--- src/inc/dpid_pkg.sv ---
// Shared constants and types for the defect pad and sector ident link
package dpid_pkg;

  // ----------------------------------------------------------------
  // Link geometry
  // ----------------------------------------------------------------
  localparam int PAR_W = 16;
  localparam int IDENT_W = 64;
  localparam int HEADS = 8;
  localparam int IDENT_PARCELS = 4;
  localparam int DATA_PARCELS = 8192;
  localparam int PAD_PARCELS = 72;
  localparam int FIFO_DEPTH = 8;
  localparam int PC_W = 14;

  // ----------------------------------------------------------------
  // Ident field positions (lsb) and limits
  // ----------------------------------------------------------------
  localparam int DEFH_POS = 0;
  localparam int CYL_POS = 8;
  localparam int WLOCK_POS = 20;
  localparam int RLOCK_POS = 21;
  localparam int HEAD_POS = 22;
  localparam int SECT_POS = 24;
  localparam int KHF_POS = 29;
  localparam int UHF_POS = 30;
  localparam int IFF_POS = 31;
  localparam int DEF_POS = 32;
  localparam logic [11:0] CYL_MAX = 12'hA32;
  localparam logic [4:0] SECT_MAX = 5'h16;
  localparam logic [11:0] DEF_MAX = 12'h804;
  localparam logic [11:0] DEF_NO_PAD = 12'h804;

  // ----------------------------------------------------------------
  // Operations and adapter states
  // ----------------------------------------------------------------
  typedef enum logic [1:0] {
    OP_IDENT_WR = 2'h0,
    OP_IDENT_RD = 2'h1,
    OP_DATA_WR = 2'h2,
    OP_DATA_RD = 2'h3
  } dpid_op_t;

  typedef enum logic [2:0] {
    ST_IDLE = 3'h0,
    ST_IDW = 3'h1,
    ST_IDR = 3'h2,
    ST_DW = 3'h3,
    ST_DR = 3'h4
  } dpid_state_t;

endpackage

--- src/inc/dpid_link_if.sv ---
// Parcel link between channel adapter and parallel-head drive
`timescale 1ns/1ps
`default_nettype none
interface dpid_link_if (
  input wire logic sys_clk,
  input wire logic rst_n
);
  import dpid_pkg::*;
  logic gate;
  dpid_op_t op;
  logic old_variant;
  logic [PAR_W-1:0] a2d_par;
  logic a2d_vld;
  logic d2a_rdy;
  logic [PAR_W-1:0] d2a_par;
  logic d2a_vld;

  modport adapter (
    output gate, op, old_variant, a2d_par, a2d_vld,
    input d2a_rdy, d2a_par, d2a_vld
  );
  modport drive (
    input gate, op, old_variant, a2d_par, a2d_vld,
    output d2a_rdy, d2a_par, d2a_vld
  );
endinterface
`default_nettype wire

--- src/rtl/dpid_adapter.sv ---
// Adapter end: ident transfer and decode, defect pad insertion
`timescale 1ns/1ps
`default_nettype none

// ------------------------------------------------------------------
// Write data buffer
// ------------------------------------------------------------------
module dpid_fifo #(
  parameter int WIDTH = 16,
  parameter int DEPTH = 8
) (
  // Clock and reset
  input wire logic clk,
  input wire logic rst_n,
  // Fill side
  input wire logic [WIDTH-1:0] in_data,
  input wire logic in_valid,
  output logic in_ready,
  // Drain side
  output logic [WIDTH-1:0] out_data,
  output logic out_valid,
  input wire logic out_ready
);
  localparam int AW = $clog2(DEPTH);
  logic [WIDTH-1:0] mem_q [DEPTH];
  logic [AW-1:0] wr_q;
  logic [AW-1:0] rd_q;
  logic [AW:0] cnt_q;
  logic [AW:0] cnt_d;
  logic full_q;
  logic push;
  logic pop;

  // Depth must be a power of two so the pointers wrap by themselves
  assign push = in_valid && !full_q;
  assign pop = out_valid && out_ready;
  assign cnt_d = cnt_q + {{AW{1'b0}}, push} - {{AW{1'b0}}, pop};
  assign in_ready = !full_q;
  assign out_valid = cnt_q != '0;
  assign out_data = mem_q[rd_q];

  // Storage needs no reset
  always_ff @(posedge clk) begin
    if (push) begin
      mem_q[wr_q] <= in_data;
    end
  end

  // Pointers and occupancy
  always_ff @(posedge clk or negedge rst_n) begin
    if (!rst_n) begin
      wr_q <= '0;
      rd_q <= '0;
      cnt_q <= '0;
      full_q <= 1'b0;
    end else begin
      wr_q <= wr_q + AW'(push);
      rd_q <= rd_q + AW'(pop);
      cnt_q <= cnt_d;
      full_q <= cnt_d == (AW+1)'(DEPTH);
    end
  end
endmodule

module dpid_adapter
  import dpid_pkg::*;
#(
  parameter int DATA_LEN = DATA_PARCELS,
  parameter int PAD_LEN = PAD_PARCELS,
  parameter int BUF_DEPTH = FIFO_DEPTH
) (
  // Clock and reset
  input wire logic sys_clk,
  input wire logic rst_n,
  // Command
  input wire logic cmd_go,
  input wire dpid_op_t cmd_op,
  input wire logic [IDENT_W-1:0] cmd_ident,
  input wire logic old_variant,
  input wire logic wr_lock_ovr,
  input wire logic rd_lock_ovr,
  // Write data from buffer board
  input wire logic [PAR_W-1:0] in_data,
  input wire logic in_valid,
  output logic in_ready,
  // Read data to buffer board
  output logic [PAR_W-1:0] rd_par_q,
  output logic rd_vld_q,
  // Status
  output logic busy_q,
  output logic done_q,
  output logic lock_err_q,
  output logic range_err_q,
  output logic padding_q,
  output logic [IDENT_W-1:0] ident_q,
  // Link
  dpid_link_if.adapter lnk
);

  // ----------------------------------------------------------------
  // State
  // ----------------------------------------------------------------
  dpid_state_t state_q;
  dpid_op_t op_q;
  logic gate_q;
  logic oldv_q;
  logic [PAR_W-1:0] par_q;
  logic vld_q;
  logic [IDENT_W-1:0] sh_q;
  logic [2:0] cnt_q;
  logic [PC_W-1:0] pc_q;
  logic [6:0] pad_cnt_q;
  logic pad_done_q;
  logic [PAR_W-1:0] last_par_q;
  logic [PAR_W-1:0] f_data;
  logic f_valid;
  logic f_ready;

  // ----------------------------------------------------------------
  // Decoded ident fields
  // ----------------------------------------------------------------
  logic [7:0] defect_head;
  logic [11:0] cyl_addr;
  logic write_lock_flag;
  logic read_lock_flag;
  logic head_addr;
  logic [4:0] sector_addr;
  logic known_hideable_flag;
  logic unhideable_flag;
  logic ident_field_flaw_flag;
  logic [11:0] defect_param;
  logic bad_range;

  assign defect_head = ident_q[DEFH_POS +: 8];
  assign cyl_addr = ident_q[CYL_POS +: 12];
  assign write_lock_flag = ident_q[WLOCK_POS];
  assign read_lock_flag = ident_q[RLOCK_POS];
  assign head_addr = ident_q[HEAD_POS];
  assign sector_addr = ident_q[SECT_POS +: 5];
  assign known_hideable_flag = ident_q[KHF_POS];
  assign unhideable_flag = ident_q[UHF_POS];
  assign ident_field_flaw_flag = ident_q[IFF_POS];
  assign defect_param = ident_q[DEF_POS +: 12];
  // Head field is one bit, so only cylinder, sector and parameter can overflow
  assign bad_range = (cyl_addr > CYL_MAX) || (sector_addr > SECT_MAX)
    || (defect_param > DEF_MAX);

  // ----------------------------------------------------------------
  // Sequencing terms
  // ----------------------------------------------------------------
  logic slot;
  logic sent;
  logic wr_block;
  logic rd_block;
  logic no_pad;
  logic in_pad;
  logic pad_start;
  logic rep_go;
  logic data_go;
  logic idw_go;
  logic rx;
  logic [PC_W-1:0] rd_total;
  logic [PAR_W-1:0] rep_par;
  logic [PAR_W-1:0] next_par;

  assign slot = !vld_q || lnk.d2a_rdy;
  assign sent = vld_q && lnk.d2a_rdy;
  assign wr_block = write_lock_flag && !wr_lock_ovr;
  assign rd_block = read_lock_flag && !rd_lock_ovr;
  assign no_pad = defect_param == DEF_NO_PAD;
  assign in_pad = pad_cnt_q != 7'h00;
  // Word count drops the two low counter bits; one word is one head byte
  // A start point at or past the sector end never pads
  assign pad_start = (state_q == ST_DW) && slot && !in_pad && !pad_done_q
    && !no_pad && (pc_q[1:0] == 2'h0) && (pc_q < PC_W'(DATA_LEN))
    && (pc_q[PC_W-1:2] == defect_param);
  // Older variant repeats the last parcel sent, newer one peeks the next
  assign rep_par = oldv_q ? last_par_q : f_data;
  assign rep_go = (state_q == ST_DW) && slot && in_pad && (oldv_q || f_valid);
  assign data_go = (state_q == ST_DW) && slot && !in_pad && !pad_start
    && (pc_q < PC_W'(DATA_LEN)) && f_valid;
  assign idw_go = (state_q == ST_IDW) && slot && (cnt_q < 3'h4);
  assign f_ready = data_go;
  assign rx = lnk.d2a_vld;
  // Read length covers the pad whenever the parameter is not DEF_NO_PAD
  assign rd_total = no_pad ? PC_W'(DATA_LEN) : PC_W'(DATA_LEN + PAD_LEN);
  assign next_par = idw_go ? {sh_q[7:0], sh_q[15:8]}
    : (rep_go ? rep_par : f_data);

  // ----------------------------------------------------------------
  // Write buffer
  // ----------------------------------------------------------------
  dpid_fifo #(
    .WIDTH(PAR_W),
    .DEPTH(BUF_DEPTH)
  ) u_fifo (
    .clk(sys_clk),
    .rst_n(rst_n),
    .in_data(in_data),
    .in_valid(in_valid),
    .in_ready(in_ready),
    .out_data(f_data),
    .out_valid(f_valid),
    .out_ready(f_ready)
  );

  // ----------------------------------------------------------------
  // Link output register
  // ----------------------------------------------------------------
  always_ff @(posedge sys_clk or negedge rst_n) begin
    if (!rst_n) begin
      par_q <= '0;
      vld_q <= 1'b0;
    end else if (idw_go || rep_go || data_go) begin
      par_q <= next_par;
      vld_q <= 1'b1;
    end else if (sent) begin
      vld_q <= 1'b0;
    end
  end

  // ----------------------------------------------------------------
  // Parcel and defect counters
  // ----------------------------------------------------------------
  always_ff @(posedge sys_clk or negedge rst_n) begin
    if (!rst_n) begin
      pc_q <= '0;
      pad_cnt_q <= 7'h00;
      pad_done_q <= 1'b0;
      last_par_q <= '0;
    end else if (state_q == ST_IDLE) begin
      pc_q <= '0;
      pad_cnt_q <= 7'h00;
      pad_done_q <= 1'b0;
      last_par_q <= '0;
    end else begin
      if (pad_start) begin
        pad_cnt_q <= 7'(PAD_LEN);
        pad_done_q <= 1'b1;
      end else if (rep_go) begin
        pad_cnt_q <= pad_cnt_q - 7'h01;
      end
      if (data_go) begin
        pc_q <= pc_q + PC_W'(1);
        last_par_q <= f_data;
      end else if ((state_q == ST_DR) && rx) begin
        pc_q <= pc_q + PC_W'(1);
      end
    end
  end

  // ----------------------------------------------------------------
  // Command sequencer
  // ----------------------------------------------------------------
  always_ff @(posedge sys_clk or negedge rst_n) begin
    if (!rst_n) begin
      state_q <= ST_IDLE;
      op_q <= OP_IDENT_WR;
      gate_q <= 1'b0;
      oldv_q <= 1'b0;
      sh_q <= '0;
      cnt_q <= 3'h0;
      ident_q <= '0;
      done_q <= 1'b0;
      lock_err_q <= 1'b0;
      range_err_q <= 1'b0;
      rd_par_q <= '0;
      rd_vld_q <= 1'b0;
    end else begin
      done_q <= 1'b0;
      lock_err_q <= 1'b0;
      rd_vld_q <= 1'b0;
      case (state_q)
        ST_IDLE: begin
          cnt_q <= 3'h0;
          if (cmd_go) begin
            op_q <= cmd_op;
            oldv_q <= old_variant;
            sh_q <= cmd_ident;
            if (((cmd_op == OP_DATA_WR) && wr_block)
                || ((cmd_op == OP_DATA_RD) && rd_block)) begin
              lock_err_q <= 1'b1;
            end else begin
              gate_q <= 1'b1;
              case (cmd_op)
                OP_IDENT_WR: state_q <= ST_IDW;
                OP_IDENT_RD: state_q <= ST_IDR;
                OP_DATA_WR: state_q <= ST_DW;
                default: state_q <= ST_DR;
              endcase
            end
          end
        end
        ST_IDW: begin
          if (idw_go) begin
            sh_q <= {16'h0000, sh_q[IDENT_W-1:16]};
            cnt_q <= cnt_q + 3'h1;
          end else if (cnt_q == 3'h4 && slot) begin
            state_q <= ST_IDLE;
            gate_q <= 1'b0;
            done_q <= 1'b1;
          end
        end
        ST_IDR: begin
          if (rx) begin
            // Byte pair reassembly, lowest bytes shifted down first
            sh_q <= {lnk.d2a_par[7:0], lnk.d2a_par[15:8], sh_q[IDENT_W-1:16]};
            cnt_q <= cnt_q + 3'h1;
            if (cnt_q == 3'h3) begin
              ident_q <= {lnk.d2a_par[7:0], lnk.d2a_par[15:8], sh_q[IDENT_W-1:16]};
              state_q <= ST_IDLE;
              gate_q <= 1'b0;
              done_q <= 1'b1;
            end
          end
        end
        ST_DW: begin
          if ((pc_q == PC_W'(DATA_LEN)) && !in_pad && slot) begin
            state_q <= ST_IDLE;
            gate_q <= 1'b0;
            done_q <= 1'b1;
          end
        end
        ST_DR: begin
          rd_par_q <= lnk.d2a_par;
          rd_vld_q <= rx;
          if (rx && (pc_q == rd_total - PC_W'(1))) begin
            state_q <= ST_IDLE;
            gate_q <= 1'b0;
            done_q <= 1'b1;
          end
        end
        default: begin
          state_q <= ST_IDLE;
          gate_q <= 1'b0;
        end
      endcase
      range_err_q <= bad_range;
    end
  end

  // Busy and pad flags as registered views
  always_ff @(posedge sys_clk or negedge rst_n) begin
    if (!rst_n) begin
      busy_q <= 1'b0;
      padding_q <= 1'b0;
    end else begin
      busy_q <= gate_q;
      padding_q <= in_pad;
    end
  end

  assign lnk.gate = gate_q;
  assign lnk.op = op_q;
  assign lnk.old_variant = oldv_q;
  assign lnk.a2d_par = par_q;
  assign lnk.a2d_vld = vld_q;

endmodule
`default_nettype wire

--- src/flat_wrapper.sv ---
// flat-port wrapper written by rule: the top's interface ports become plain ports
module dpid_adapter_flat import dpid_pkg::*;
#(
  parameter int DATA_LEN = DATA_PARCELS,
  parameter int PAD_LEN = PAD_PARCELS,
  parameter int BUF_DEPTH = FIFO_DEPTH
)
  (sys_clk, rst_n, cmd_go, cmd_op, cmd_ident, old_variant, wr_lock_ovr, rd_lock_ovr, in_data, in_valid, in_ready, rd_par_q, rd_vld_q, busy_q, done_q, lock_err_q, range_err_q, padding_q, ident_q, lnk_gate, lnk_op, lnk_old_variant, lnk_a2d_par, lnk_a2d_vld, lnk_d2a_rdy, lnk_d2a_par, lnk_d2a_vld);
  dpid_link_if lnk_i (.sys_clk(sys_clk), .rst_n(rst_n));
  input wire logic sys_clk;
  input wire logic rst_n;
  input wire logic cmd_go;
  input wire dpid_op_t cmd_op;
  input wire logic [IDENT_W-1:0] cmd_ident;
  input wire logic old_variant;
  input wire logic wr_lock_ovr;
  input wire logic rd_lock_ovr;
  input wire logic [PAR_W-1:0] in_data;
  input wire logic in_valid;
  output logic in_ready;
  output logic [PAR_W-1:0] rd_par_q;
  output logic rd_vld_q;
  output logic busy_q;
  output logic done_q;
  output logic lock_err_q;
  output logic range_err_q;
  output logic padding_q;
  output logic [IDENT_W-1:0] ident_q;
  output wire logic [$bits(lnk_i.gate)-1:0] lnk_gate;
  output wire logic [$bits(lnk_i.op)-1:0] lnk_op;
  output wire logic [$bits(lnk_i.old_variant)-1:0] lnk_old_variant;
  output wire logic [$bits(lnk_i.a2d_par)-1:0] lnk_a2d_par;
  output wire logic [$bits(lnk_i.a2d_vld)-1:0] lnk_a2d_vld;
  input wire logic [$bits(lnk_i.d2a_rdy)-1:0] lnk_d2a_rdy;
  input wire logic [$bits(lnk_i.d2a_par)-1:0] lnk_d2a_par;
  input wire logic [$bits(lnk_i.d2a_vld)-1:0] lnk_d2a_vld;
  assign lnk_gate = lnk_i.gate;
  assign lnk_op = lnk_i.op;
  assign lnk_old_variant = lnk_i.old_variant;
  assign lnk_a2d_par = lnk_i.a2d_par;
  assign lnk_a2d_vld = lnk_i.a2d_vld;
  assign lnk_i.d2a_rdy = lnk_d2a_rdy;
  assign lnk_i.d2a_par = lnk_d2a_par;
  assign lnk_i.d2a_vld = lnk_d2a_vld;
  dpid_adapter #(.DATA_LEN(DATA_LEN), .PAD_LEN(PAD_LEN), .BUF_DEPTH(BUF_DEPTH)) u_core (.sys_clk(sys_clk), .rst_n(rst_n), .cmd_go(cmd_go), .cmd_op(cmd_op), .cmd_ident(cmd_ident), .old_variant(old_variant), .wr_lock_ovr(wr_lock_ovr), .rd_lock_ovr(rd_lock_ovr), .in_data(in_data), .in_valid(in_valid), .in_ready(in_ready), .rd_par_q(rd_par_q), .rd_vld_q(rd_vld_q), .busy_q(busy_q), .done_q(done_q), .lock_err_q(lock_err_q), .range_err_q(range_err_q), .padding_q(padding_q), .ident_q(ident_q), .lnk(lnk_i));
endmodule
--- config.mk ---
export PLATFORM = sky130hd
export DESIGN_NAME = dpid_adapter_flat
export DESIGN_NICKNAME = d
export VERILOG_FILES = /design/src/inc/dpid_pkg.sv /design/src/inc/dpid_link_if.sv /design/src/rtl/dpid_adapter.sv /design/src/flat_wrapper.sv
export SDC_FILE = /design/constraint.sdc
export NUM_CORES = 1
export LEC_CHECK = 0
export BUFFER_PORTS_ARGS = -buffer_cell sky130_fd_sc_hd__clkbuf_2
export CAP_MARGIN = 20
export CORE_ASPECT_RATIO = 1.75
export CORE_MARGIN = 2
export CORE_UTILIZATION = 45
export CTS_CLUSTER_SIZE = 10
export DETAILED_ROUTE_END_ITERATION = 8
export PLACE_DENSITY = 0.65
export SYNTH_ARGS = -nofsm -noshare
export SYNTH_HDL_FRONTEND = slang
export SYNTH_SLANG_ARGS = --single-unit
--- constraint.sdc ---
create_clock -name sys_clk -period 3.6 [get_ports sys_clk]
set_input_delay 0.36 -clock sys_clk [delete_from_list [all_inputs] [get_ports sys_clk]]
set_output_delay 0.36 -clock sys_clk [all_outputs]
set_load 0.01 [all_outputs]
==> results.tsv <==
metric	value	unit
core_area	32900	µm²
die_y	245	µm
leakagePower	0.00791	µW
timing.hold.ws	0.0519	ns
path_buf_inv	4	
crit_arrival	3.81	ns
hold_violations	0	
max-slew-margin-rel	0.322	
yosysSeqAreaShare	0.635	
num-fill-cells	2782	
cp_cell_sequence	inv_1, ha_1, nor2b_1, and3_4, inv_1, or4_4, a31oi_4, ha_2, inv_1, ha_1, inv_1, fa_1, xnor2_1, nor4b_1	
die_area	34800	µm²
end_kind	flop	
drtAntennaViolNets	0	
design.portCount	215	
insertion_delay	0.55	ns
antenna_found_initial	2	
cts_root_buf	clkbuf_16	
cts.sinks	354	
ys_top_cells_by_area	dfrtp_1 38%, edfxtp_1 26%, mux2_2 5.4%, mux4_2 4.8%, nand2_1 4.2%	
netlist_top_cells_count	226 x dfrtp_1, 169 x nand2_1, 128 x edfxtp_1	
slowest_stage	or4_4	
min_period	3.37	ns
ys_ff_latch	354	
intPower	7000	µW
powerDensity	522	nW/µm²
synth_cells	1176	
portBuffers	214	
overflow	0	
place_inst	1754	
cp_common_cell	inv_1	
num_rows	88	
synth.largest_area_cell	dfrtp_1	
place_hpwl	28500	µm
post-route-period-util	0.937	
clk_path_buf_depth	3	
cts_tree	done	
swShare	0.247	
synth_ff_type	dfrtp_1	
synth_warnings	0	
initial_utilization	0.455	
grt_usage	0.233	
setup_tns	0	ns
outcome	finished clean	
drt-initial-drc-count	622	
clk_pin_slew	0.06	ns
via_per_inst	5.60	
pwr-share-comb	0.091	
slew_viol_final	0	
cap_violations	0	
holdCritPathClass	input port to flop	
worst_pin_slew	1.01	ns
synth_nets	1303	
syn_avg_cell_area	12.7	µm²
setup_viol	0	
synth_edf_count	128	
grt_max_degree	129	
cts_buffers	41	
die_w	142	µm
nNetsFinal	1520	
slowest_delay	0.56	ns
synth.distinct_cells	60	
rsz0062_at_grt	false	
fin_worst_skew	0.0168	ns
yosysMostFrequentCell	dfrtp_1	
synthArstFlopShare	0.638	
areaGrowthSynthToFinish	18.8	%
grt_pass1_wl	61300	µm
worst_ep_required_time	4.04	ns
synth.cell_area	15000	µm²
multiInputGateArea	5160	µm²
drc	0	
drt_pass1_iterations	7	
path_class	flop to flop	
yosysTopAreaCellShare	0.378	
vias	10200	
netSwitchingPower	2290	µW
register_area	9500	µm²
crit_family	simple AND/OR/NAND/NOR gates	
clkPwrFrac	0.399	
final_cells	1819	
drive_above_1_share	0.298	
final_core_util	0.540	
peakVddDrop	482	µV
p_seq_frac	0.510	
critPathMaxFanout	4	
fmax	297	MHz
start_kind	flop	
cts_htree_levels	2	
grt_pass1_vias	10700	
gp_congestion	0.865	
post_drt_wl_per_cell	22.0	µm
wirelength	40000	µm
[path summary, 6_finish.rpt]
kind,depth (start not counted),start,slack [ns],to
worst max-delay path,14,u_core.pad_cnt_q[0],0.23,u_core.u_fifo.full_q
worst min-delay path,2,old_variant,0.05,u_core.lnk.old_variant
worst max register to register,14,u_core.pad_cnt_q[0],0.23,u_core.u_fifo.full_q
worst min register to register,0,u_core.lnk.gate,0.41,u_core.busy_q
max in group asynchronous,3,rst_n,2.32,u_core.ident_q[22]
min in group asynchronous,2,rst_n,0.31,u_core.ident_q[55]
[sequential cells by signal, summed over array words and instances (netlist names), 2 cells and up]
| name | flops |
|---|---|
| u_core.cnt_q | 3 |
| u_core.state_q | 3 |
| u_core.pc_q | 14 |
| u_core.lnk.op | 2 |
| u_core.ident_q | 64 |
| u_core.lnk.a2d_par | 16 |
| u_core.u_fifo.mem_q | 128 |
| u_core.u_fifo.rd_q | 3 |
| u_core.u_fifo.wr_q | 3 |
| u_core.u_fifo.cnt_q | 4 |
| u_core.sh_q | 64 |
| u_core.last_par_q | 16 |
| u_core.rd_par_q | 16 |
| u_core.pad_cnt_q | 7 |
[repair_timing]
action | in CTS | in global routing
hold buffers | 1 | 0
gates resized for setup | 0 | 4
endpoints found under the setup margin | 0 | 1
hold endpoints to repair | 43 | 0
setup buffers | 0 | 0
[layout make-up]
| type | count | area share |
|---|---|---|
| clock buffer | 59 | 0.0626 |
| antenna | 2 | 0.000281 |
| multi-input combinational | 725 | 0.290 |
| inverter | 27 | 0.00570 |
| sequential | 354 | 0.534 |
| timing repair buffer | 244 | 0.0764 |
| clock inverter | 3 | 0.00211 |
| tap | 405 | 0.0285 |
[per-stage QoR]
step	worst slack (ns)	area (µm²)	power (µW)
detailed placement	0.117	16600	5660
global placement	0.266	16600	5620
finish	0.228	17800	9290
CTS	0.102	17800	9400
global route	0.0326	17800	9660
floorplan	0.539	15000	5210
[power groups by stage]
stage | logic, µW | registers, µW | clock network (µW)
4_1_cts | 858 | 4740 | 3800
3_3_place_gp | 825 | 4790 | 0
3_5_place_dp | 847 | 4810 | 0
2_1_floorplan | 481 | 4730 | 0
5_1_grt | 937 | 4780 | 3950
6_report | 842 | 4740 | 3710
[worst register-to-register path: cells and delay by family, from the launching register on]
family | cells | cell delay [ns]
adders and majority gates | 4 | 0.99
DFF | 1 | 0.41
buffers and inverters | 4 | 0.30
and+or+nand+nor | 4 | 1.18
AOI/OAI and AO/OA | 1 | 0.22
xor gates and xnor gates | 1 | 0.16
[logic make-up after synthesis]
kind of cell	after synthesis	synth area share
compound gates	184	0.0765
simple gates	367	0.110
fa+ha+maj	20	0.0172
xor+xnor	20	0.0117
flops	354	0.635
mux	134	0.123
buf+inv	97	0.0263
[cells in the final DEF, fill, tap and decap left out, types with 6 or more instances in the layout]
cell,instances
and3_1,6
clkbuf_16,41
mux2_1,10
a21oi_1,26
nand3_1,32
a31oi_1,48
inv_1,27
nor2_2,6
buf_4,25
dfrtp_1,224
nor4_1,6
clkbuf_1,16
edfxtp_1,128
o21ai_0,50
nand2_1,169
ha_1,18
xor2_1,15
nor2_1,83
mux2i_1,20
mux2_2,72
nor2b_1,6
nand2b_1,7
mux4_2,32
nor3_1,10
clkbuf_2,213
nand4_1,7
a22oi_1,33
[per-layer routing]
layer / global-route usage / vias to the layer above / part of all wire
met3: 0.0343 / 107 / 0.047
li1: - / 4672 / -
met5: 0 / - / 0
met4: 0.135 / 0 / 0.061
met2: 0.412 / 327 / 0.52
met1: 0.268 / 5076 / 0.37
Note: power is estimated with default switching activity, not from simulation.
